`config.mk`:
```
export PLATFORM = sky130hd
export DESIGN_NAME = uart_baud_and_pin_routing
export DESIGN_NICKNAME = d
export VERILOG_FILES = /design/src/include/uart_baud_pkg.sv /design/src/design/uart_baud_and_pin_routing.sv /design/src/design/baud_timer.sv /design/src/design/bit_divider.sv
export VERILOG_INCLUDE_DIRS = /design/src /design/src/include
export SDC_FILE = /design/constraint.sdc
export NUM_CORES = 1
export LEC_CHECK = 0
export ABC_CLOCK_PERIOD_IN_PS = 2500
export BUFFER_PORTS_ARGS = -buffer_cell sky130_fd_sc_hd__clkbuf_2
export CORE_MARGIN = 5
export CORE_UTILIZATION = 58
export DETAILED_ROUTE_END_ITERATION = 12
export PLACE_DENSITY = 0.85
export SLEW_MARGIN = 10
export SYNTH_ARGS = -nofsm -noshare
export SYNTH_HDL_FRONTEND = slang
export SYNTH_SLANG_ARGS = --single-unit
```
`constraint.sdc`:
```
create_clock -name clk_sys -period 2.5 [get_ports clk_sys]
set_input_delay 0.25 -clock clk_sys [delete_from_list [all_inputs] [get_ports clk_sys]]
set_output_delay 0.25 -clock clk_sys [all_outputs]
set_load 0.005 [all_outputs]
```
`src/include/uart_baud_map.svh`:
```
// Register offsets, field positions, reset values and timing counts of the serial baud and pin block.
`ifndef UART_BAUD_MAP_SVH
`define UART_BAUD_MAP_SVH
`define OFS_CLOCK_SOURCE 12'h000
`define OFS_MODE_ONE 12'h004
`define OFS_PIN_GROUP 12'h008
`define OFS_TIMER_A_COMPARE 12'h00c
`define OFS_TIMER_B_COMPARE 12'h010
`define OFS_PORT_DIRECTION 12'h014
`define OFS_TX_BUFFER 12'h018
`define OFS_RX_BUFFER 12'h01c
`define OFS_IRQ_STATUS 12'h020
`define OFS_IRQ_MASK 12'h024
`define OFS_TIMER_PRESCALE 12'h028
`define BIT_SRC_TIMER_B 0
`define BIT_DIV_SIXTEEN 1
`define BIT_OUTPUT_ENABLE 4
`define BIT_INPUT_ENABLE 5
`define BIT_INPUT_PIN_SELECT 7
`define BIT_PIN_GROUP_B 1
`define BIT_DIR_TX_OUT 0
`define BIT_DIR_RX_OUT 1
`define BIT_IRQ_TX_DONE 0
`define BIT_IRQ_RX_DONE 1
`define RST_COMPARE 8'hcf
`define RST_PRESCALE 8'h00
`define RST_DIR 2'h0
`define FRAME_BITS 4'ha
`endif

```
`src/include/uart_baud_pkg.sv`:
```
// Types shared by the serial baud and pin block.
package uart_baud_pkg;
  typedef struct packed {
    logic srcTimerB;
    logic divSixteen;
    logic outputEnable;
    logic inputEnable;
    logic inputPinSelect;
    logic pinGroupB;
  } serial_cfg_t;
  typedef struct packed {
    logic txA;
    logic txAOe;
    logic txB;
    logic txBOe;
  } pin_drive_t;
  typedef enum logic [2:0] {
    XFER_IDLE = 3'b001,
    XFER_SHIFT = 3'b010,
    XFER_DONE = 3'b100
  } xfer_state_t;
endpackage : uart_baud_pkg

```
`src/design/uart_baud_and_pin_routing.sv`:
```
// Serial channel baud generation, pin routing, simple frames and APB registers.
//
// Contract
// - Bit rate is one over overflow period times two times the division factor.
// - Timer overflow period is compare value plus one timer clocks.
// - Mode register selects division by eight or sixteen.
// - Clock-source field selects first or second timer as baud source.
// - Pin-group bit routes transmit and receive to group A or B.
// - Serial output drives the transmit pin whenever output enable is set, except in single-pin mode with the direction bit clear.
// - With input enable clear the internal serial input reads constant one.
// - Two-pin reception takes input from the dedicated receive pin.
// - Single-pin reception takes input from the transmit pin set as input.
// - Single-pin mode releases the receive pin to general port use.
// - Full duplex with both enables lets both directions run together.
// - Writing the transmit buffer starts a frame; completion raises an interrupt.
// - Single-pin mode switches direction by the transmit pin direction bit.
`timescale 1ns/1ps
`default_nettype none
`include "uart_baud_map.svh"
module uart_baud_and_pin_routing
  import uart_baud_pkg::*;
(
  input wire logic clk_sys,
  input wire logic arst_n,
  input wire logic psel,
  input wire logic penable,
  input wire logic pwrite,
  input wire logic [11:0] paddr,
  input wire logic [31:0] pwdata,
  output logic [31:0] prdata,
  output logic pready,
  output logic pslverr,
  input wire logic txLineAIn,
  input wire logic txLineBIn,
  input wire logic rxLineA,
  input wire logic rxLineB,
  output logic txLineA,
  output logic txLineAOe,
  output logic txLineB,
  output logic txLineBOe,
  output logic rxPortReleased,
  output logic txBusy,
  output logic irq
);
  serial_cfg_t cfg_reg;
  logic [7:0] compareA_reg;
  logic [7:0] compareB_reg;
  logic [7:0] prescale_reg;
  logic [1:0] portDir_reg;
  logic [7:0] rxBuffer_reg;
  logic [1:0] irqStatus_reg;
  logic [1:0] irqMask_reg;
  xfer_state_t txState_reg;
  xfer_state_t rxState_reg;
  logic [9:0] txShift_reg;
  logic [3:0] txCnt_reg;
  logic [7:0] rxShift_reg;
  logic [3:0] rxCnt_reg;
  logic [4:0] rxPhase_reg;
  logic serialOut_reg;
  logic overflowA;
  logic overflowB;
  logic baudTick;
  logic txBitTick;
  logic rxSampleTick;
  logic serialIn;
  logic rawIn;
  logic txPinIn;
  logic abortAll;
  logic singlePinTx;
  logic wrEn;
  logic rdEn;
  logic txStart;
  logic txDoneEv;
  logic rxDoneEv;
  logic statusRead;

  function automatic logic hitAddr(input logic [11:0] addr, input logic [11:0] ofs);
    hitAddr = (addr == ofs);
  endfunction : hitAddr

  assign wrEn = psel && penable && pwrite;
  // A status read clears at the edge that captures its data, so an event landing on that edge is kept.
  assign rdEn = psel && !penable && !pwrite;
  assign txStart = wrEn && hitAddr(paddr, `OFS_TX_BUFFER) && (txState_reg == XFER_IDLE) && cfg_reg.outputEnable;
  assign statusRead = rdEn && hitAddr(paddr, `OFS_IRQ_STATUS);
  assign abortAll = !cfg_reg.outputEnable && !cfg_reg.inputEnable;

  baud_timer timerA (
    .clk_sys(clk_sys),
    .arst_n(arst_n),
    .prescale(prescale_reg),
    .compare(compareA_reg),
    .overflow(overflowA)
  );
  baud_timer timerB (
    .clk_sys(clk_sys),
    .arst_n(arst_n),
    .prescale(prescale_reg),
    .compare(compareB_reg),
    .overflow(overflowB)
  );
  assign baudTick = cfg_reg.srcTimerB ? overflowB : overflowA;
  bit_divider txDiv (
    .clk_sys(clk_sys),
    .arst_n(arst_n),
    .tick(baudTick),
    .divSixteen(cfg_reg.divSixteen),
    .restart(txStart || abortAll),
    .bitTick(txBitTick)
  );

  // Input routing: group, pin select and the constant one when input is off.
  assign txPinIn = cfg_reg.pinGroupB ? txLineBIn : txLineAIn;
  assign rawIn = cfg_reg.inputPinSelect ? txPinIn : (cfg_reg.pinGroupB ? rxLineB : rxLineA);
  assign serialIn = cfg_reg.inputEnable ? rawIn : 1'b1;
  assign singlePinTx = !cfg_reg.inputPinSelect || portDir_reg[`BIT_DIR_TX_OUT];

  always_ff @(posedge clk_sys or negedge arst_n)
  begin
    if (!arst_n)
    begin
      cfg_reg <= '0;
      compareA_reg <= `RST_COMPARE;
      compareB_reg <= `RST_COMPARE;
      prescale_reg <= `RST_PRESCALE;
      portDir_reg <= `RST_DIR;
      irqMask_reg <= 2'h0;
    end
    else if (wrEn)
    begin
      if (hitAddr(paddr, `OFS_CLOCK_SOURCE))
        cfg_reg.srcTimerB <= pwdata[`BIT_SRC_TIMER_B];
      if (hitAddr(paddr, `OFS_MODE_ONE))
      begin
        cfg_reg.divSixteen <= pwdata[`BIT_DIV_SIXTEEN];
        cfg_reg.outputEnable <= pwdata[`BIT_OUTPUT_ENABLE];
        cfg_reg.inputEnable <= pwdata[`BIT_INPUT_ENABLE];
        cfg_reg.inputPinSelect <= pwdata[`BIT_INPUT_PIN_SELECT];
      end
      if (hitAddr(paddr, `OFS_PIN_GROUP))
        cfg_reg.pinGroupB <= pwdata[`BIT_PIN_GROUP_B];
      if (hitAddr(paddr, `OFS_TIMER_A_COMPARE))
        compareA_reg <= pwdata[7:0];
      if (hitAddr(paddr, `OFS_TIMER_B_COMPARE))
        compareB_reg <= pwdata[7:0];
      if (hitAddr(paddr, `OFS_PORT_DIRECTION))
        portDir_reg <= pwdata[1:0];
      if (hitAddr(paddr, `OFS_IRQ_MASK))
        irqMask_reg <= pwdata[1:0];
      if (hitAddr(paddr, `OFS_TIMER_PRESCALE))
        prescale_reg <= pwdata[7:0];
    end
  end

  // Transmitter: start bit, eight data bits LSB first, one stop bit.
  always_ff @(posedge clk_sys or negedge arst_n)
  begin
    if (!arst_n)
    begin
      txState_reg <= XFER_IDLE;
      txShift_reg <= 10'h3ff;
      txCnt_reg <= 4'h0;
      serialOut_reg <= 1'b1;
    end
    else if (abortAll || !cfg_reg.outputEnable)
    begin
      txState_reg <= XFER_IDLE;
      serialOut_reg <= 1'b1;
      txCnt_reg <= 4'h0;
    end
    else
    begin
      case (txState_reg)
        XFER_IDLE:
        begin
          if (txStart)
          begin
            txShift_reg <= {1'b1, pwdata[7:0], 1'b0};
            txCnt_reg <= 4'h0;
            serialOut_reg <= 1'b0;
            txState_reg <= XFER_SHIFT;
          end
        end
        XFER_SHIFT:
        begin
          if (txBitTick)
          begin
            if (txCnt_reg == `FRAME_BITS - 4'h1)
            begin
              serialOut_reg <= 1'b1;
              txState_reg <= XFER_DONE;
            end
            else
            begin
              txCnt_reg <= txCnt_reg + 4'h1;
              serialOut_reg <= txShift_reg[txCnt_reg + 4'h1];
            end
          end
        end
        XFER_DONE:
          txState_reg <= XFER_IDLE;
        default:
          txState_reg <= XFER_IDLE;
      endcase
    end
  end
  assign txDoneEv = (txState_reg == XFER_DONE);

  // Receiver samples each bit at mid-bit using the baud tick phase.
  assign rxSampleTick = baudTick && (rxPhase_reg == (cfg_reg.divSixteen ? 5'h0f : 5'h07));
  always_ff @(posedge clk_sys or negedge arst_n)
  begin
    if (!arst_n)
    begin
      rxState_reg <= XFER_IDLE;
      rxShift_reg <= 8'h00;
      rxCnt_reg <= 4'h0;
      rxPhase_reg <= 5'h00;
      rxBuffer_reg <= 8'h00;
    end
    else if (!cfg_reg.inputEnable)
    begin
      rxState_reg <= XFER_IDLE;
      rxCnt_reg <= 4'h0;
      rxPhase_reg <= 5'h00;
    end
    else
    begin
      case (rxState_reg)
        XFER_IDLE:
        begin
          rxPhase_reg <= 5'h00;
          rxCnt_reg <= 4'h0;
          if (!serialIn)
            rxState_reg <= XFER_SHIFT;
        end
        XFER_SHIFT:
        begin
          if (baudTick)
            rxPhase_reg <= (rxPhase_reg == (cfg_reg.divSixteen ? 5'h1f : 5'h0f)) ? 5'h00 : rxPhase_reg + 5'h01;
          if (rxSampleTick)
          begin
            if (rxCnt_reg == 4'h0 && serialIn)
              rxState_reg <= XFER_IDLE;
            else if (rxCnt_reg == `FRAME_BITS - 4'h1)
            begin
              rxBuffer_reg <= rxShift_reg;
              rxState_reg <= XFER_DONE;
            end
            else
            begin
              if (rxCnt_reg != 4'h0)
                rxShift_reg <= {serialIn, rxShift_reg[7:1]};
              rxCnt_reg <= rxCnt_reg + 4'h1;
            end
          end
        end
        XFER_DONE:
          rxState_reg <= XFER_IDLE;
        default:
          rxState_reg <= XFER_IDLE;
      endcase
    end
  end
  assign rxDoneEv = (rxState_reg == XFER_DONE);

  // Sticky events; a read clears them but a same-cycle event wins.
  always_ff @(posedge clk_sys or negedge arst_n)
  begin
    if (!arst_n)
      irqStatus_reg <= 2'h0;
    else
    begin
      irqStatus_reg[`BIT_IRQ_TX_DONE] <= txDoneEv || (irqStatus_reg[`BIT_IRQ_TX_DONE] && !statusRead);
      irqStatus_reg[`BIT_IRQ_RX_DONE] <= rxDoneEv || (irqStatus_reg[`BIT_IRQ_RX_DONE] && !statusRead);
    end
  end

  // Pin drivers: serial output on the selected group when output is enabled, unless single-pin mode has the direction bit clear.
  always_ff @(posedge clk_sys or negedge arst_n)
  begin
    if (!arst_n)
    begin
      txLineA <= 1'b1;
      txLineAOe <= 1'b0;
      txLineB <= 1'b1;
      txLineBOe <= 1'b0;
      rxPortReleased <= 1'b0;
      txBusy <= 1'b0;
      irq <= 1'b0;
    end
    else
    begin
      txLineA <= serialOut_reg;
      txLineB <= serialOut_reg;
      txLineAOe <= cfg_reg.outputEnable && !cfg_reg.pinGroupB && singlePinTx;
      txLineBOe <= cfg_reg.outputEnable && cfg_reg.pinGroupB && singlePinTx;
      rxPortReleased <= cfg_reg.inputPinSelect;
      txBusy <= (txState_reg != XFER_IDLE);
      irq <= |(irqStatus_reg & irqMask_reg);
    end
  end

  // APB slave: zero wait states, unmapped addresses answer with an error.
  always_ff @(posedge clk_sys or negedge arst_n)
  begin
    if (!arst_n)
    begin
      prdata <= 32'h0000_0000;
      pready <= 1'b0;
      pslverr <= 1'b0;
    end
    else
    begin
      pready <= psel && !penable;
      pslverr <= 1'b0;
      prdata <= 32'h0000_0000;
      if (psel && !penable)
      begin
        case (paddr)
          `OFS_CLOCK_SOURCE: prdata <= {31'h0, cfg_reg.srcTimerB};
          `OFS_MODE_ONE: prdata <= {24'h0, cfg_reg.inputPinSelect, 1'b0, cfg_reg.inputEnable,
                                    cfg_reg.outputEnable, 2'h0, cfg_reg.divSixteen, 1'b0};
          `OFS_PIN_GROUP: prdata <= {30'h0, cfg_reg.pinGroupB, 1'b0};
          `OFS_TIMER_A_COMPARE: prdata <= {24'h0, compareA_reg};
          `OFS_TIMER_B_COMPARE: prdata <= {24'h0, compareB_reg};
          `OFS_PORT_DIRECTION: prdata <= {30'h0, portDir_reg};
          `OFS_TX_BUFFER: prdata <= {31'h0, txState_reg != XFER_IDLE};
          `OFS_RX_BUFFER: prdata <= {24'h0, rxBuffer_reg};
          `OFS_IRQ_STATUS: prdata <= {30'h0, irqStatus_reg};
          `OFS_IRQ_MASK: prdata <= {30'h0, irqMask_reg};
          `OFS_TIMER_PRESCALE: prdata <= {24'h0, prescale_reg};
          default: pslverr <= 1'b1;
        endcase
      end
    end
  end

  a_tx_oe_gate: assert property (@(posedge clk_sys) disable iff (!arst_n)
    (txLineAOe || txLineBOe) |-> $past(cfg_reg.outputEnable)) else $error("tx pin driven while output off");
  a_group_excl: assert property (@(posedge clk_sys) disable iff (!arst_n)
    !(txLineAOe && txLineBOe)) else $error("both pin groups driven");
  a_abort_idle: assert property (@(posedge clk_sys) disable iff (!arst_n)
    abortAll |=> txState_reg == XFER_IDLE && rxState_reg == XFER_IDLE) else $error("abort left logic busy");
  a_const_one: assert property (@(posedge clk_sys) disable iff (!arst_n)
    !cfg_reg.inputEnable |-> serialIn) else $error("input not one while disabled");
  a_start_tx: assert property (@(posedge clk_sys) disable iff (!arst_n)
    txStart |=> txState_reg == XFER_SHIFT && !serialOut_reg) else $error("write did not start frame");
  a_done_irq: assert property (@(posedge clk_sys) disable iff (!arst_n)
    txDoneEv |=> irqStatus_reg[0]) else $error("tx done not flagged");
  a_single_dir: assert property (@(posedge clk_sys) disable iff (!arst_n)
    (cfg_reg.inputPinSelect && !portDir_reg[0]) |=> !txLineAOe && !txLineBOe) else $error("shared pin driven");
  a_src_sel: assert property (@(posedge clk_sys) disable iff (!arst_n)
    txBitTick |-> $past(cfg_reg.srcTimerB ? overflowB : overflowA)) else $error("bit tick without source tick");
  a_div_spacing: assert property (@(posedge clk_sys) disable iff (!arst_n)
    txBitTick |=> !txBitTick) else $error("bit tick too close");
  c_tx_frame: cover property (@(posedge clk_sys) disable iff (!arst_n) txDoneEv);
  c_rx_frame: cover property (@(posedge clk_sys) disable iff (!arst_n) rxDoneEv);
  c_duplex: cover property (@(posedge clk_sys) disable iff (!arst_n)
    txState_reg == XFER_SHIFT && rxState_reg == XFER_SHIFT);
endmodule : uart_baud_and_pin_routing
`default_nettype wire

```
`src/design/baud_timer.sv`:
```
// Compare timer that produces a periodic overflow tick.
`timescale 1ns/1ps
`default_nettype none
module baud_timer
  import uart_baud_pkg::*;
(
  input wire logic clk_sys,
  input wire logic arst_n,
  input wire logic [7:0] prescale,
  input wire logic [7:0] compare,
  output logic overflow
);
  logic [7:0] preCnt_reg;
  logic [7:0] cnt_reg;
  logic timerClk;
  assign timerClk = (preCnt_reg == prescale);
  always_ff @(posedge clk_sys or negedge arst_n)
  begin
    if (!arst_n)
      preCnt_reg <= 8'h00;
    else if (timerClk)
      preCnt_reg <= 8'h00;
    else
      preCnt_reg <= preCnt_reg + 8'h01;
  end
  // Count from zero and restart when the count reaches or exceeds the compare value.
  always_ff @(posedge clk_sys or negedge arst_n)
  begin
    if (!arst_n)
    begin
      cnt_reg <= 8'h00;
      overflow <= 1'b0;
    end
    else
    begin
      overflow <= 1'b0;
      if (timerClk)
      begin
        if (cnt_reg >= compare)
        begin
          cnt_reg <= 8'h00;
          overflow <= 1'b1;
        end
        else
          cnt_reg <= cnt_reg + 8'h01;
      end
    end
  end
endmodule : baud_timer
`default_nettype wire

```
`src/design/bit_divider.sv`:
```
// Divides the selected timer overflow by two and by eight or sixteen.
`timescale 1ns/1ps
`default_nettype none
module bit_divider
  import uart_baud_pkg::*;
(
  input wire logic clk_sys,
  input wire logic arst_n,
  input wire logic tick,
  input wire logic divSixteen,
  input wire logic restart,
  output logic bitTick
);
  logic [4:0] cnt_reg;
  logic [4:0] last;
  assign last = divSixteen ? 5'h1f : 5'h0f;
  always_ff @(posedge clk_sys or negedge arst_n)
  begin
    if (!arst_n)
    begin
      cnt_reg <= 5'h00;
      bitTick <= 1'b0;
    end
    else
    begin
      bitTick <= 1'b0;
      if (restart)
        cnt_reg <= 5'h00;
      else if (tick)
      begin
        if (cnt_reg >= last)
        begin
          cnt_reg <= 5'h00;
          bitTick <= 1'b1;
        end
        else
          cnt_reg <= cnt_reg + 5'h01;
      end
    end
  end
endmodule : bit_divider
`default_nettype wire

```
==> results of run 1 <==
-- layout by cell type (no fill, tap or decap), types with 25 or more instances in the layout --
| master | instances |
|---|---|
| dfrtp_1 | 112 |
| nand2_1 | 55 |
| mux2_2 | 52 |
| clkbuf_2 | 44 |
| nor2_1 | 42 |
| o21ai_0 | 35 |
| inv_1 | 29 |
| nand3_1 | 28 |
| ha_1 | 28 |
| a21oi_1 | 27 |
| dfstp_2 | 25 |
-- metal layers --
metal  GRT usage  vias to the layer above  part of all wire
li1            -                     2546                 -
met1       0.299                     2780              0.41
met2       0.412                      197              0.51
met3      0.0521                       39             0.053
met4      0.0847                        0             0.026
met5           0                        -                 0
-- through the flow --
stage	cell area (um2)	setup WS (ns)	utilization
2_1_floorplan	7430	0.581	-
3_3_place_gp	7680	0.463	0.614
3_5_place_dp	7680	0.307	0.614
4_1_cts	8350	0.276	0.667
5_1_grt	8350	0.0952	0.667
6_report	8350	0.256	0.667
-- layout make-up --
cell class	instances	area (um2)
Clock buffer	20	457
Clock inverter	12	196
Fill cell	923	4170
Inverter	29	109
Multi-Input combinational cell	508	3600
Sequential cell	137	3460
Tap cell	172	215
Timing Repair Buffer	53	307
-- power by group --
group	leakage, nW	switching (W)	total [W]	internal (W)
Clock	0.312	0.000940	0.00276	0.00182
Sequential	1.81	0.0000271	0.00227	0.00224
Combinational	1.76	0.000240	0.000340	0.000100
Total	3.88	0.00121	0.00537	0.00416
-- worst max-delay path by stage --
stage / start / endpoint / slack (ns) / depth (start not counted)
2_1_floorplan: compareA_reg[3] / timerA.cnt_reg[6] / 0.58 / 7
3_3_place_gp: compareA_reg[3] / timerA.cnt_reg[6] / 0.46 / 7
3_5_place_dp: compareA_reg[3] / timerA.cnt_reg[6] / 0.31 / 7
4_1_cts: compareA_reg[3] / timerA.cnt_reg[6] / 0.28 / 7
5_1_grt: compareA_reg[3] / timerA.cnt_reg[6] / 0.1 / 7
6_report: compareA_reg[3] / timerA.cnt_reg[6] / 0.26 / 7
-- repair_timing --
item	CTS	global route
hold endpoints to repair	52	0
gates resized for setup	0	0
hold buffers	1	0
endpoints found under the setup margin	0	0
-- cells by family after synthesis --
group | count (synthesis) | share of synthesized area
AO/OA/AOI/OAI | 138 | 0.126
XOR/XNOR | 33 | 0.0393
adder cells (fa/ha/maj) | 28 | 0.0477
buffers and inverters | 70 | 0.0504
flip-flops | 137 | 0.471
multiplexers | 59 | 0.0950
other | 1 | 0.000510
AND/OR/NAND/NOR | 226 | 0.170
==> metrics, run 1 <==
Worst Hold Class=in -> reg; Routed WL=16900 um; number of core rows=41; layout cell share with drive strength beyond 1=0.248; total clock sinks=137; yosys warns=0; pin count of the biggest net entering global routing=62; count leader, synth=dfrtp_1; Final Hold Fails=0; clock slew at reported path FFs=0.06 ns; fin crit share=0.898; placed cells=898; crit path DAT=2.60 ns; area leader, netlist=dfrtp_1; Die Wd=123 um; Root Buffer=clkbuf_16; port bufs=45; delay-heaviest family, CP=compound AO/OA/AOI/OAI gates; max_slew headroom=0.516; number of synthesized flops with an enable pin=0; CTS Buf Count=17; Final setup viols=0; initial antenna violation count=0; sequential area share after synthesis=0.471; r2r endpoint=timerA.cnt_reg[6]; Leak=3.88 nW; Setup TNS=0 ns; crit-path max cell delay=0.54 ns; hold depth=2; async set-reset flop share out of synthesis=1.00; Final Max Tran Viols=0; Wirelength per Cell=18.2 um; worst r2r src=compareA_reg[3]; RSZ-0062 raised after global routing=no; Worst Hold End=pready; Synth Instances=692; cell count of the worst reg-to-reg path=7; post-synth top area share=0.381; die height=123 um; post-route minimum period=2.24 ns; top_reg_cell synth=dfrtp_1; Pwr Total=0.00537 W; CP Class=reg -> reg; DRT iter0 DRCs=517; TritonRoute pass-1 iters=5; GRT Total Usage=0.240; vias in the first global route=5669; FF-to-FF setup slack=0.26 ns; Bufs and invs on worst path=1; synth unique cells=71; clk_skew=0.00621 ns; Mean Syn Cell Area=10.6 um2; CP Max Fanout=6; CP max-delay cell=dfstp_2; Vias/cell=5.97; critical path cell sequence=inv_1, ha_1, a211oi_1, o21ai_0, a21o_1, nor3_1, a22o_1; gr ovfl total=0; Worst Hold Launch=penable; ranking of synthesized cells by area=dfrtp_1 (38%), dfstp_2 (8.9%), mux2_2 (8.0%); CP Launch Type=flip-flop; clock latency on the worst-skew pair=0.42 ns; synth cell count leaders=dfrtp_1 (112), nand2_1 (55), mux2_2 (52); Via Count=5562; I/O pins=94; first-pass GRT wire length=28000 um; P per Cell Area=643 nW/um2; Least-Margin Pin Slew=0.718 ns; DP HPWL=12300 um; # DRC=0; CP endpoint kind=flip-flop; max-cap violation count=0; synthesized area=7350 um2; n_diodes=0; Final Non-Filler Cells=931; CP Data Required Time=2.86 ns; total die area=15000 um2; postcts setup bufs=0; outcome=finished, final reports clean; Starting Density=0.587; core area=12500 um2; area delta synth->final=13.6%; max FFs per register=9; Synth Register Bits=137; Peak Freq=446 MHz; H-tree depth=4; hold_ws=0.0419 ns; final net count=827; worst vdd ir=433 uV; CTS max path bufs=2; post-detailed-route count of antenna-violating nets=0; CTS tree=yes; RD Place Congestion=0.918
No activity file was read; power rests on OpenSTA's default activity.
==> run 2: changes to the inputs <==
Settings changed: REMOVE_ABC_BUFFERS from default to 1.
==> metrics, run 2 (synthesis gave the netlist of run 1 again) <==
gr ovfl total=0 (unchanged); Least-Margin Pin Slew=0.682 ns (-0.0362 ns); P per Cell Area=602 nW/um2 (-6.4%); CP Max Fanout=9 (+3); TritonRoute pass-1 iters=5 (unchanged); CTS tree=yes; global-route met1 utilization=0.289 (-0.0109); DP HPWL=12300 um (about the same); hold depth=2 (unchanged); met3 Usage GRT=0.0562 (+0.00415); # DRC=0 (unchanged); Place WS=0.268 ns (-0.0386 ns); total die area=15000 um2 (unchanged); sw frac=0.244 (+0.0192); r2r endpoint=timerB.cnt_reg[0]; worst r2r src=compareB_reg[1]; grt peak-use layer=met2; DP Area=7680 um2 (unchanged); port bufs=45 (unchanged); postcts setup bufs=0 (unchanged); cell count of the worst reg-to-reg path=7 (unchanged); Logic pwr share=0.070 (+0.007); Global Route met2 Usage=0.423 (+0.0113); RD Place Congestion=0.929 (+1.2%); crit path DAT=2.59 ns (about the same); Root Buffer=clkbuf_16; total of cells resized after clock tree synthesis=0 (unchanged); CP Data Required Time=2.81 ns (-0.05 ns); crit path from=compareB_reg[1]; n_diodes=0 (unchanged); Clk pwr share=0.473 (-0.041); post-detailed-route count of antenna-violating nets=0 (unchanged); H-tree depth=4 (unchanged); Final Hold Fails=0 (unchanged); post-route minimum period=2.28 ns (+0.0380 ns); DRT iter0 DRCs=603 (+17%); CP endpoint kind=flip-flop; fin util=0.659 (-0.00760); GRT Total Usage=0.243 (+0.00303); Leak=3.84 nW (-0.91%); final setup margin=0.218 ns (-0.0380 ns); initial antenna violation count=0 (unchanged); clock latency on the worst-skew pair=0.43 ns (about the same); Routed WL=17500 um (+3.4%); CTS max path bufs=2 (unchanged); NetSw=0.00121 W (+0.45%); Peak Freq=438 MHz (-1.7%); Via Count=5598 (+0.65%); Die Wd=123 um (unchanged); die height=123 um (unchanged); most frequent cells in the layout=dfrtp_1 (112), nand2_1 (55), mux2_2 (52); area delta synth->final=12.3%; sequential power share=0.458 (+0.035); core area=12500 um2 (unchanged); FF-to-FF setup slack=0.22 ns (-0.04 ns); max_slew headroom=0.540 (+0.0244); vias in the first global route=5751 (+1.4%); most common cell after layout, fill and taps aside=dfrtp_1; Worst Hold Class=in -> reg; Worst Hold Launch=penable; layout cell share with drive strength beyond 1=0.248 (unchanged); clock slew at reported path FFs=0.06 ns (about the same); Starting Density=0.587 (unchanged); final net count=827 (unchanged); CP Launch Type=flip-flop; pin count of the biggest net entering global routing=77 (+24%); clk_skew=0.00861 ns (+0.00240 ns); RSZ-0062 raised after global routing=no; Worst Hold End=pready; number of core rows=41 (unchanged); Vias/cell=6.01 (+0.65%); max-cap violation count=0 (unchanged); Final setup viols=0 (unchanged); total internal power=0.00376 W (-9.8%); max FFs per register=9 (unchanged); CP Class=reg -> reg; I/O pins=94 (unchanged); Design Area, Final=8250 um2 (-1.1%); first-pass GRT wire length=28400 um (+1.6%); CTS Buf Count=17 (unchanged); fin crit share=0.913 (+0.0152); total clock sinks=137 (unchanged); Setup TNS=0 ns (unchanged); Final Max Tran Viols=0 (unchanged); Wirelength per Cell=18.8 um (+3.4%); outcome=finished, final reports clean; worst vdd ir=453 uV (+4.6%)
run 2: cell types whose count changed in the layout (fill, tap and decap cells not counted), sizes merged:
cell,change
bufinv,-4
clkinv,+5
clkinvlp,-1
run 2: how the worst max path moves through the flow:
stage                              to  slack, ns  cells past startpoint
floorplan           timerA.cnt_reg[6]       0.58                      7
global placement    timerB.cnt_reg[0]       0.37                      7
detailed placement  timerB.cnt_reg[0]       0.27                      7
CTS                 timerB.cnt_reg[0]       0.26                      7
global route        timerB.cnt_reg[0]       0.12                      7
finish              timerB.cnt_reg[0]       0.22                      7
run 2: through the flow:
stage	hold slack, ns	total power (W)	instances
6_report	0.0358	0.00497	931
3_3_place_gp	0.301	0.00263	898
5_1_grt	0.0431	0.00514	931
3_5_place_dp	0.317	0.00265	898
4_1_cts	0.0334	0.00498	931
2_1_floorplan	-0.0456	0.00247	674
run 2: what timing repair did:
action	CTS	global route
hold buffers	1	0
hold endpoints to repair	56	0
setup endpoints to repair	0	0
run 2: worst max-delay path, stage by stage (launching register included):
cell,delay [ns]
dfstp_2,0.55
inv_1,0.05
ha_1,0.28
o211ai_1,0.10
o21a_1,0.19
o21ai_1,0.45
nor2_1,0.21
mux2_2,0.31
run 2: layout make-up:
class / instances / area, um2
fill: 929 / 4260
multi-input combinational: 508 / 3600
tap: 172 / 215
sequential: 137 / 3460
timing repair buffer: 53 / 307
inverter: 29 / 109
clock inverter: 12 / 101
clock buffer: 20 / 457
run 2: power by group through the flow:
stage	registers (W)	logic [W]	clock network [W]
after floorplan	0.00230	0.000166	0
after global placement	0.00231	0.000318	0
after detailed placement	0.00231	0.000338	0
after CTS	0.00227	0.000344	0.00237
after global routing	0.00228	0.000385	0.00248
final	0.00227	0.000346	0.00235
run 2: routing by layer:
layer | share of wire | vias up
li1 | - | 2536
met1 | 0.40 | 2775
met2 | 0.51 | 227
met3 | 0.057 | 60
met4 | 0.033 | 0
met5 | 0 | -
